===== src/hdl/bppm_pkg.sv =====
// Package: register map, field layout, reset values and timing for the bus power path monitor
package bppm_pkg;

	// ========================================================================
	// Register offsets (8-bit register pointer)
	localparam logic [7:0] REG_SOFT_RESET  = 8'h23;
	localparam logic [7:0] REG_DISCH_TIME  = 8'h25;
	localparam logic [7:0] REG_DISCH_STATE = 8'h26;
	localparam logic [7:0] REG_SRC_STATE   = 8'h27;
	localparam logic [7:0] REG_MON_CTRL    = 8'h2E;

	// ========================================================================
	// Field positions
	localparam int HOLD_BIT     = 0;
	localparam int COEFF_LSB    = 4;
	localparam int DISCH_BIT    = 7;
	localparam int SRC_BIT      = 0;
	localparam int OV_OFF_BIT   = 6;
	localparam int WIN_OFF_BIT  = 4;
	localparam int SAFE0_LSB    = 1;
	localparam int UV_OFF_BIT   = 0;

	// ========================================================================
	// Reset values, before the nonvolatile copy lands
	localparam logic [3:0] COEFF_RST    = 4'h6;
	localparam logic [3:0] DISCH_RSVD   = 4'hF;
	localparam logic       OV_OFF_RST   = 1'b0;
	localparam logic       WIN_OFF_RST  = 1'b0;
	localparam logic [1:0] SAFE0_RST    = 2'h0;
	localparam logic       UV_OFF_RST   = 1'b1;

	// Safe-zero select codes: 0.6 V, 0.9 V, 1.2 V, 1.8 V
	localparam logic [1:0] SAFE0_0V6 = 2'h0;
	localparam logic [1:0] SAFE0_0V9 = 2'h1;
	localparam logic [1:0] SAFE0_1V2 = 2'h2;
	localparam logic [1:0] SAFE0_1V8 = 2'h3;

	// ========================================================================
	// Timing
	localparam int CLK_HZ        = 50_000_000;
	localparam int DISCH_UNIT_MS = 84;
	localparam int DISCH_UNIT_CYC = DISCH_UNIT_MS * (CLK_HZ / 1000);
	localparam int UNIT_CNT_W    = 23;

	// Bus agent address: value is arbitrary
	localparam logic [6:0] DEV_ADDR_DEF = 7'h28;

	// ========================================================================
	// Comparator results from the analog front end
	typedef struct packed {
		logic bus_in_window;
		logic bus_above_uvlo;
		logic bus_below_safe0;
		logic supply_above_uvlo;
		logic supply_below_ovlo;
	} bppm_cmp_t;

	// Nonvolatile defaults presented by the memory
	typedef struct packed {
		logic [3:0] discharge_time_coeff;
		logic       supply_overvoltage_check_off;
		logic       bus_window_check_off;
		logic [1:0] bus_safe_zero_level_sel;
		logic       supply_undervoltage_check_off;
	} bppm_nvm_t;

	// Serial agent states
	typedef enum logic [4:0] {
		AG_IDLE = 5'b00001,
		AG_RX   = 5'b00010,
		AG_ACK  = 5'b00100,
		AG_TX   = 5'b01000,
		AG_MACK = 5'b10000
	} bppm_state_t;

endpackage


===== src/hdl/bppm_regs.sv =====
// Bus power path monitor: control/status registers, serial agent, gating and discharge timer
`timescale 1ns/1ps

module bppm_regs
	import bppm_pkg::*;
#(
	parameter int         UNIT_CYC = DISCH_UNIT_CYC,
	parameter logic [6:0] DEV_ADDR = DEV_ADDR_DEF
) (
	// Clock and pin reset
	input  wire logic      clk_i,
	input  wire logic      arst_n_i,
	// Serial register port, open drain data
	input  wire logic      scl_i,
	input  wire logic      sda_i,
	output logic           sda_o,
	output logic           sda_oe_n_o,
	// Nonvolatile defaults
	input  wire bppm_nvm_t nvm_i,
	// Analog comparators and attach machine
	input  wire bppm_cmp_t cmp_i,
	input  wire logic      attach_req_i,
	input  wire logic      discharge_start_i,
	// Outputs to the rest of the device
	output logic           core_hold_o,
	output logic [1:0]     bus_safe_zero_level_sel_o,
	output logic           bus_valid_o,
	output logic           attach_safe0_ok_o,
	output logic           discharge_active_flag_o,
	output logic           source_path_enable_pin_o
);

	if (UNIT_CYC < 3 || UNIT_CYC >= (1 << UNIT_CNT_W)) begin : g_unit_check
		$error("UNIT_CYC out of range for the unit counter");
	end

	// ========================================================================
	// Control and status registers, comparator capture and discharge timer
	logic        hold_q;
	logic [3:0]  coeff_q;
	logic        ov_off_q;
	logic        win_off_q;
	logic [1:0]  safe0_q;
	logic        uv_off_q;
	logic        load_q;
	bppm_cmp_t   cmp_q;
	logic        disch_q;
	logic        src_q;
	logic [UNIT_CNT_W-1:0] unit_q;
	logic [3:0]  left_q;

	// Serial agent
	bppm_state_t state_q;
	logic        scl_q;
	logic        sda_q;
	logic [7:0]  shreg_q;
	logic [3:0]  bitcnt_q;
	logic [1:0]  byte_idx_q;
	logic        rw_q;
	logic [7:0]  ptr_q;
	logic        mack_q;
	logic [7:0]  rd_val;

	// Read multiplexer, used for both serial reads and checks
	function automatic logic [7:0] reg_read(input logic [7:0] a);
		logic [7:0] v;
		v = 8'h00;
		case (a)
			REG_SOFT_RESET:  v[HOLD_BIT] = hold_q;
			REG_DISCH_TIME:  v = {coeff_q, DISCH_RSVD};
			REG_DISCH_STATE: v[DISCH_BIT] = disch_q;
			REG_SRC_STATE:   v[SRC_BIT] = src_q;
			REG_MON_CTRL: begin
				v[OV_OFF_BIT]              = ov_off_q;
				v[WIN_OFF_BIT]             = win_off_q;
				v[SAFE0_LSB+1:SAFE0_LSB]   = safe0_q;
				v[UV_OFF_BIT]              = uv_off_q;
			end
			default:         v = 8'h00;
		endcase
		return v;
	endfunction

	// ========================================================================
	// Bus line events; lines are already in the clock domain
	wire scl_rise  = scl_i & ~scl_q;
	wire scl_fall  = ~scl_i & scl_q;
	wire start_det = scl_i & scl_q & sda_q & ~sda_i;
	wire stop_det  = scl_i & scl_q & ~sda_q & sda_i;
	wire byte_done = (state_q == AG_RX) & scl_fall & (bitcnt_q == 4'd8);
	wire addr_hit  = (shreg_q[7:1] == DEV_ADDR);
	wire wr_data   = byte_done & (byte_idx_q == 2'd2) & ~rw_q;
	always_comb rd_val = reg_read(ptr_q); // A process, so it follows every field it reads

	// Register write strobes; reserved bits are dropped on the floor
	wire wr_hold  = wr_data & (ptr_q == REG_SOFT_RESET);
	wire wr_coeff = wr_data & (ptr_q == REG_DISCH_TIME);
	wire wr_mon   = wr_data & (ptr_q == REG_MON_CTRL);

	// Open drain: only ever pull low, release otherwise
	wire sda_drive = (state_q == AG_ACK) | ((state_q == AG_TX) & ~shreg_q[7]);
	assign sda_o      = 1'b0;
	assign sda_oe_n_o = ~sda_drive;

	// Line history
	always_ff @(posedge clk_i or negedge arst_n_i) begin
		if (!arst_n_i) begin
			scl_q <= 1'b1;
			sda_q <= 1'b1;
		end else begin
			scl_q <= scl_i;
			sda_q <= sda_i;
		end
	end

	// Serial agent sequence; kept alive during hold so software can release it
	always_ff @(posedge clk_i or negedge arst_n_i) begin
		if (!arst_n_i) begin
			state_q    <= AG_IDLE;
			shreg_q    <= 8'h00;
			bitcnt_q   <= 4'd0;
			byte_idx_q <= 2'd0;
			rw_q       <= 1'b0;
			ptr_q      <= 8'h00;
			mack_q     <= 1'b0;
		end else if (start_det) begin
			state_q    <= AG_RX;
			bitcnt_q   <= 4'd0;
			byte_idx_q <= 2'd0;
		end else if (stop_det) begin
			state_q <= AG_IDLE;
		end else begin
			case (state_q)
				AG_RX: begin
					if (scl_rise && bitcnt_q != 4'd8) begin
						shreg_q  <= {shreg_q[6:0], sda_i};
						bitcnt_q <= bitcnt_q + 4'd1;
					end else if (byte_done) begin
						state_q <= (byte_idx_q == 2'd0 && !addr_hit) ? AG_IDLE : AG_ACK;
						if (byte_idx_q == 2'd0) begin
							rw_q <= shreg_q[0];
						end
						if (byte_idx_q == 2'd1 || wr_data) begin
							ptr_q <= (byte_idx_q == 2'd1) ? shreg_q : ptr_q + 8'd1;
						end
					end
				end
				AG_ACK: begin
					if (scl_fall) begin
						bitcnt_q   <= 4'd0;
						byte_idx_q <= (byte_idx_q == 2'd2) ? 2'd2 : byte_idx_q + 2'd1;
						if (rw_q) begin
							state_q <= AG_TX;
							shreg_q <= rd_val;
							ptr_q   <= ptr_q + 8'd1;
						end else begin
							state_q <= AG_RX;
						end
					end
				end
				AG_TX: begin
					if (scl_fall) begin
						shreg_q  <= {shreg_q[6:0], 1'b1};
						bitcnt_q <= bitcnt_q + 4'd1;
						state_q  <= (bitcnt_q == 4'd7) ? AG_MACK : AG_TX;
					end
				end
				AG_MACK: begin
					if (scl_rise) begin
						mack_q <= ~sda_i;
					end else if (scl_fall) begin
						bitcnt_q <= 4'd0;
						if (mack_q) begin
							state_q <= AG_TX;
							shreg_q <= rd_val;
							ptr_q   <= ptr_q + 8'd1;
						end else begin
							state_q <= AG_IDLE;
						end
					end
				end
				default: state_q <= AG_IDLE;
			endcase
		end
	end

	// ========================================================================
	// Control fields: constants at pin reset, memory copy (all but the hold bit) one cycle after
	// release. The hold bit never touches these, so written values survive.
	always_ff @(posedge clk_i or negedge arst_n_i) begin
		if (!arst_n_i) begin
			load_q    <= 1'b1;
			hold_q    <= 1'b0;
			coeff_q   <= COEFF_RST;
			ov_off_q  <= OV_OFF_RST;
			win_off_q <= WIN_OFF_RST;
			safe0_q   <= SAFE0_RST;
			uv_off_q  <= UV_OFF_RST;
		end else begin
			load_q <= 1'b0;
			if (load_q) begin
				coeff_q   <= nvm_i.discharge_time_coeff;
				ov_off_q  <= nvm_i.supply_overvoltage_check_off;
				win_off_q <= nvm_i.bus_window_check_off;
				safe0_q   <= nvm_i.bus_safe_zero_level_sel;
				uv_off_q  <= nvm_i.supply_undervoltage_check_off;
			end
			if (wr_hold) begin
				hold_q <= shreg_q[HOLD_BIT];
			end
			if (wr_coeff) begin
				coeff_q <= shreg_q[COEFF_LSB+3:COEFF_LSB];
			end
			if (wr_mon) begin
				ov_off_q  <= shreg_q[OV_OFF_BIT];
				win_off_q <= shreg_q[WIN_OFF_BIT];
				safe0_q   <= shreg_q[SAFE0_LSB+1:SAFE0_LSB];
				uv_off_q  <= shreg_q[UV_OFF_BIT];
			end
		end
	end

	// ========================================================================
	// Monitoring and gating; comparators come from bus sense side except the
	// supply pair, which watches the main supply
	wire bus_ok = win_off_q ? cmp_q.bus_above_uvlo : cmp_q.bus_in_window;
	wire uv_ok  = uv_off_q | cmp_q.supply_above_uvlo;
	wire ov_ok  = ov_off_q | cmp_q.supply_below_ovlo;
	wire src_d  = attach_req_i & bus_ok & uv_ok & ov_ok & ~disch_q;
	wire tick   = (unit_q == UNIT_CNT_W'(UNIT_CYC - 1));

	assign core_hold_o               = hold_q;
	assign bus_safe_zero_level_sel_o = safe0_q;
	assign bus_valid_o               = bus_ok;
	assign attach_safe0_ok_o         = cmp_q.bus_below_safe0;
	assign discharge_active_flag_o   = disch_q;
	assign source_path_enable_pin_o  = src_q;

	// Comparator capture; analog edges are only seen a cycle late, harmless
	always_ff @(posedge clk_i or negedge arst_n_i) begin
		if (!arst_n_i) begin
			cmp_q <= '0;
		end else begin
			cmp_q <= cmp_i;
		end
	end

	// Source path and discharge timer, both cleared while the hold bit is set
	always_ff @(posedge clk_i or negedge arst_n_i) begin
		if (!arst_n_i) begin
			src_q   <= 1'b0;
			disch_q <= 1'b0;
			unit_q  <= '0;
			left_q  <= 4'd0;
		end else if (hold_q) begin
			src_q   <= 1'b0;
			disch_q <= 1'b0;
			unit_q  <= '0;
			left_q  <= 4'd0;
		end else begin
			src_q <= src_d;
			if (discharge_start_i && !disch_q) begin
				disch_q <= (coeff_q != 4'd0);
				left_q  <= coeff_q;
				unit_q  <= '0;
			end else if (disch_q) begin
				unit_q <= tick ? '0 : unit_q + UNIT_CNT_W'(1);
				if (tick) begin
					left_q <= left_q - 4'd1;
					if (left_q == 4'd1) begin
						disch_q <= 1'b0;
					end
				end
			end
		end
	end
endmodule


===== config.mk =====
export PLATFORM = sky130hd
export DESIGN_NAME = bppm_regs
export DESIGN_NICKNAME = d
export VERILOG_FILES = /design/src/hdl/bppm_pkg.sv /design/src/hdl/bppm_regs.sv
export SDC_FILE = /design/constraint.sdc
export NUM_CORES = 1
export LEC_CHECK = 0
export BUFFER_PORTS_ARGS = -buffer_cell sky130_fd_sc_hd__buf_2
export CORE_UTILIZATION = 30
export CTS_BUF_LIST = sky130_fd_sc_hd__clkbuf_8
export DETAILED_ROUTE_END_ITERATION = 10
export SYNTH_ARGS = -nofsm -noshare
export SYNTH_HDL_FRONTEND = slang
export SYNTH_SLANG_ARGS = --single-unit

===== constraint.sdc =====
create_clock -name clk_i -period 2.5 [get_ports clk_i]
set_clock_uncertainty 0.15 [all_clocks]
set_input_delay 0.25 -clock clk_i [delete_from_list [all_inputs] [get_ports clk_i]]
set_output_delay 0.25 -clock clk_i [all_outputs]
set_load 0.005 [all_outputs]

# Yosys cells after proc, flatten, opt, wreduce, memory -nomap -nowiden

Cells that the tools add are included.

Reduce and logical (&&, ||, !) cells: 25
Equality and inequality tests: 37
Bitwise gates (word level): 33
Multiplexer cells: 75
$add $sub $neg: 5

Operator list:

| cell                  | number |
|---|---|
| $mux 8                | 16 |
| $mux 23               | 4 |
| $mux 4                | 14 |
| $mux 5                | 9 |
| $eq 8x6->1 const B    | 5 |
| $pmux 8 s4            | 1 |
| $ne 4x4->1 const B    | 7 |
| $pmux 8 s3            | 1 |
| $add 23x1->23 const B | 1 |
| $eq 23x23->1 const B  | 1 |
| $pmux 5 s4            | 1 |
| $and 1x1->1           | 19 |
| $ne 2x2->1 const B    | 9 |
| $pmux 4 s4            | 1 |
| $mux 1                | 15 |
| $mux 2                | 7 |
| $reduce_and 6->1      | 2 |
| $not 1->1             | 11 |
| $reduce_and 11->1     | 1 |
| $reduce_and 10->1     | 1 |
| $reduce_bool 3->1     | 3 |
| $add 8x1->8 const B   | 1 |
| $reduce_bool 2->1     | 4 |
| $reduce_bool 4->1     | 2 |
| other kinds (30)      | 39 |

Input port bits: 20
Output and inout bits: 9
Register bits after elaboration: 76
Word-level logic and storage cells: 200

# Logic depth before layout (Yosys ltp)

Word-level depth: 11
Mapped depth: 9
Gate-level depth less buffers: 8

# Worst setup path before layout

No wires, ideal clock.

Path kind: flip-flop to flip-flop
From: reg state_q[2]
To: reg shreg_q[0]
Clock period less this slack: 2.276 ns
Cell stages (with the launch flop): 6
Library setup time: 0.125 ns
Buffers on the path: 1
Required time: 2.225 ns
Arrival: 2.001 ns
Slack: 0.224 ns
Path through: dfrtp_1 buf_2 or4b_1 o22a_1 nor3_4 mux2_2

Word-level cells in the longest chain between the ends: 3
Elaborated cells on any way between the ends: 14
Those cells by class: eq/ne: 11; mux: 1; reduce/logical: 2

Ends and longest elaborated chain:

| item                                                | line             | RTL |
|---|---|---|
| from (decl)                                         | bppm_regs.sv:53  | `bppm_state_t state_q;` |
| from (signal assigned)                              | bppm_regs.sv:139 | `state_q <= (byte_idx_q == 2'd0 && !addr_hit) ? AG_IDLE : AG_ACK;` |
| from (signal assigned)                              | bppm_regs.sv:165 | `state_q <= (bitcnt_q == 4'd7) ? AG_MACK : AG_TX;` |
| $eq 5x2->1 (tied with other cells)                  | bppm_regs.sv:133 | `case (state_q)` |
| $ne 2x1->1 (no source line) (tied with other cells) | --               |  |
| $reduce_and 10->1 (no source line)                  | --               |  |
| to (signal assigned)                                | bppm_regs.sv:136 | `shreg_q <= {shreg_q[6:0], sda_i};` |
| to (signal assigned)                                | bppm_regs.sv:154 | `shreg_q <= rd_val;` |
| to (signal assigned)                                | bppm_regs.sv:163 | `shreg_q <= {shreg_q[6:0], 1'b1};` |
| to (decl)                                           | bppm_regs.sv:56  | `logic [7:0] shreg_q;` |

Parallel ways exist; a longest one is shown, timed or not.
A chain may end at the register's enable or synchronous reset.

# Final worst setup path

From: reg state_q[1]
To: reg bitcnt_q[2]

Word-level cells in the longest chain between the ends: 4
Elaborated cells on any way between the ends: 12
Those cells by class: eq/ne: 7; mux: 3; reduce/logical: 2

Ends and longest elaborated chain:

| item                               | line             | RTL |
|---|---|---|
| $eq 5x5->1 (tied with other cells) | bppm_regs.sv:133 |  |
| $pmux 4 s4                         | bppm_regs.sv:133 |  |
| $mux 4                             | bppm_regs.sv:130 | `end else if (stop_det) begin` |
| $mux 4                             | bppm_regs.sv:126 | `end else if (start_det) begin` |
| to (signal assigned)               | bppm_regs.sv:137 | `bitcnt_q <= bitcnt_q + 4'd1;` |
| to (signal assigned)               | bppm_regs.sv:164 | `bitcnt_q <= bitcnt_q + 4'd1;` |
| to (decl)                          | bppm_regs.sv:57  | `logic [3:0] bitcnt_q;` |

Parallel ways exist; a longest one is shown, timed or not. The select of a mux whose other input is x is not followed.

==> impl_metrics.ini <==
[synthesis]
syn_avg_cell_area_sq_um = 9.09
synth_ff_type = dfrtp_1
synth_edf_count = 0
yosysSeqAreaShare = 0.424
synthDistinctLibCells = 65
ys_ff_latch = 76
synth-async-reset-ratio = 1.00
synth_cells = 496
ys_warn_count = 0
synthesis.area_sq_um = 4510

[worst_setup_path]
cp_max_fo = 13
worst_ep_arrival_time_ns = 2.48
path_cells = or4b_1 -> a41o_1 -> a211oi_4 -> o21ai_1 -> o2bb2ai_1 -> a22o_1
crit_start = state_q[1]$_DFFE_PN0P_
worst-path-buf-inv = 0
required_ns = 2.61
max_stage_delay_ns = 0.60
path_class = reg2reg
critPathCaptureType = flip-flop
cp_slowest_cell = or4b_1
reg2reg_from = state_q[1]$_DFFE_PN0P_
path_delay_family = compound AO/OA/AOI/OAI gates
start_kind = flip-flop

[global_routing]
antenna_found_initial = 0
grt_pass1_vias = 3881
grtUsageTotal = 0.152
grt_max_degree = 47
grt_pass1_wl_mm = 19.2
grt_overflow = 0

[placement]
placed_area_sq_um = 4930
dpl_worst_slack_ns = -0.0676
gp_congestion = 0.887
portBuffers = 27
dpl.hpwl_mm = 7.85

[routing]
antenna_left = 0
wl_per_cell_microns = 15.4
firstDrtPassIters = 5
wirelength_mm = 11.2
avgViaCountPerCell = 5.41
drc_errors = 0
vias = 3946
initialDrtViolationCount = 310

[timing]
maxSlewViolCount = 0
finalHoldViolations = 0
fmaxAchievable_ghz = 0.423
worst_slew_pin_slew_ns = 0.627
slew_headroom = 0.582
fin_ws_ns = 0.134
setup_viol = 0
fin_crit_sh = 0.947
rsz0062_at_grt = false
hold_slack_ns = 0.0334
period_minus_slack_ns = 2.37

[outcome]
outcome = complete, no violations

[floorplan]
ioPinCount = 29
rows = 44
design.die.area_sq_um = 15500
start_util = 0.309
die_w_microns = 125
die_h_microns = 125
core_sq_um = 14600

[clock_tree]
clockRootBuffer = clkbuf_8
htree_levels = 3
numCtsBuffers = 9
clk_path_buf_depth = 2
clk_pin_slew_ns = 0.08
cts_sinks = 76
cts_tree = built
insertion_delay_ns = 0.38

[finish]
fillers = 1460
final_nets = 571
drive_gt1_frac = 0.176
multi_input_area_sq_um = 2450
seq_area_sq_um = 1920
diodes = 0
area_growth_pct = 15.7
stdcell_area_sq_um = 5220
final_util = 0.358

[pwr]
peakVddDrop_v = 0.000363
powerDensity_nw_per_um2 = 505
switching_share = 0.300
clock_power_share = 0.329
p_seq_frac = 0.556
p_int_w = 0.00184
power_leakage_nw = 2.17
power_w = 0.00263
switching_power_w = 0.000789
combPwrFrac = 0.115

[flow_run]
maxCapViolCount = 0

[min_path]
min_from = nvm_i[1]
hp-class = in2reg
[cell type report]
class | instances | area share
well taps | 184 | 0.0441
clock inverters | 7 | 0.0101
inverters | 14 | 0.0101
multi-input cells | 384 | 0.469
flip-flops and latches | 76 | 0.367
clock buffers | 9 | 0.0237
repair buffers | 55 | 0.0758
[final timing paths]
check	end	slack, ns	cells after the start
hold / removal	bus_safe_zero_level_sel_o[0]$_DFFE_PN0P_	0.03	3
hold reg to reg	unit_q[10]$_DFFE_PN0P_	0.37	1
max in group asynchronous	load_q$_DFF_PN1_	1.25	3
setup / recovery	bitcnt_q[2]$_DFFE_PN0P_	0.13	6
setup reg to reg	bitcnt_q[2]$_DFFE_PN0P_	0.13	6
min in group asynchronous	unit_q[10]$_DFFE_PN0P_	0.28	2
[cells in the final DEF, fill, tap and decap left out, drive strengths merged, types with 5 or more instances in the layout]
| cell | synthesis | final |
|---|---|---|
| inv | 14 | 15 |
| o21ai | 50 | 50 |
| mux2 | 11 | 11 |
| ha | 11 | 11 |
| mux2i | 14 | 14 |
| dlygate4sd3 | 0 | 9 |
| nand3 | 25 | 25 |
| clkbuf | 13 | 9 |
| a31oi | 7 | 7 |
| or4b | 5 | 5 |
| a21oi | 35 | 35 |
| nor2 | 48 | 48 |
| nand4 | 6 | 6 |
| and3 | 11 | 11 |
| nor2b | 7 | 7 |
| o31ai | 13 | 13 |
| nor4 | 5 | 5 |
| nand2 | 42 | 42 |
| and2 | 8 | 8 |
| dfrtp | 69 | 69 |
| nor3b | 9 | 9 |
| dfstp | 7 | 7 |
| buf | 10 | 46 |
| nor3 | 13 | 13 |
[power groups by stage]
| stage | logic (W) | registers, W | clock network (W) |
|---|---|---|---|
| after floorplan | 0.000206 | 0.00144 | 0 |
| after global placement | 0.000285 | 0.00148 | 0 |
| after detailed placement | 0.000293 | 0.00148 | 0 |
| after CTS | 0.000306 | 0.00146 | 0.000902 |
| after global routing | 0.000354 | 0.00148 | 0.000942 |
| final | 0.000302 | 0.00146 | 0.000866 |
[logic make-up (layout without fill, tap and decap cells)]
family          count (synthesis)  in the layout  share of synthesized area
mux                            25             25                     0.0585
buf+inv                        37             85                     0.0358
flops                          76             76                      0.424
compound gates                139            139                      0.200
other cells                     1              2                   0.000832
fa+ha+maj                      11             11                     0.0305
xor+xnor                        7              7                     0.0136
simple gates                  200            200                      0.237
[worst reg2reg max path: stages (launching register included)]
cell and delay [ns]:
dfrtp_2 0.49, or4b_1 0.60, a41o_1 0.31, a211oi_4 0.30, o21ai_1 0.11, o2bb2ai_1 0.13
a22o_1 0.17
[Yosys cell counts (all sizes together) (3+ instances only)]
master | n | area [sq um]
and2 | 8 | 50.1
ha | 11 | 138
a22oi | 4 | 30.0
mux2 | 11 | 124
nor2b | 7 | 43.8
nor3 | 13 | 86.3
a22o | 4 | 35.0
or4b | 5 | 50.1
o22a | 3 | 26.3
nand3b | 4 | 30.0
inv | 14 | 52.6
a21oi | 35 | 175
a31oi | 7 | 43.8
dfstp | 7 | 184
nand4b | 3 | 26.3
nand2b | 3 | 18.8
xnor2 | 4 | 35.0
nor2 | 48 | 180
clkbuf | 13 | 48.8
nor3b | 9 | 67.6
nand4 | 6 | 37.5
nand2 | 42 | 158
dfrtp | 69 | 1730
xor2 | 3 | 26.3
buf | 10 | 60.1
o21ai | 50 | 250
nand3 | 25 | 125
nor4 | 5 | 37.5
or3 | 3 | 18.8
or4 | 3 | 26.3
o31ai | 13 | 111
mux2i | 14 | 140
and3 | 11 | 68.8
[flip-flops by register name, summed over array words and instances (netlist names), 4 cells and up]
signal    flops
state_q       5
left_q        4
coeff_q       4
cmp_q         4
bitcnt_q      4
ptr_q         8
shreg_q       8
unit_q       23
[metal layers]
| metal | wire (microns) | vias up | GRT usage |
|---|---|---|---|
| met4 | 184 | 0 | 0.0503 |
| met3 | 418 | 15 | 0.0357 |
| met5 | 0 | - | 0 |
| met1 | 5320 | 1928 | 0.198 |
| li1 | - | 1906 | - |
| met2 | 5280 | 97 | 0.249 |
[stage by stage]
step	cells	setup TNS, ns
floorplan	497	0
global placement	703	0
detailed placement	703	-0.148
CTS	728	0
global route	729	0
finish	729	0
[timing repair]
item	in CTS	in global routing
hold endpoints to repair	50	0
gates resized for setup	1	5
endpoints found under the setup margin	5	17
cloned	0	0
hold buffers	9	0
setup buffers	0	1
(Power assumes the default switching activity.)
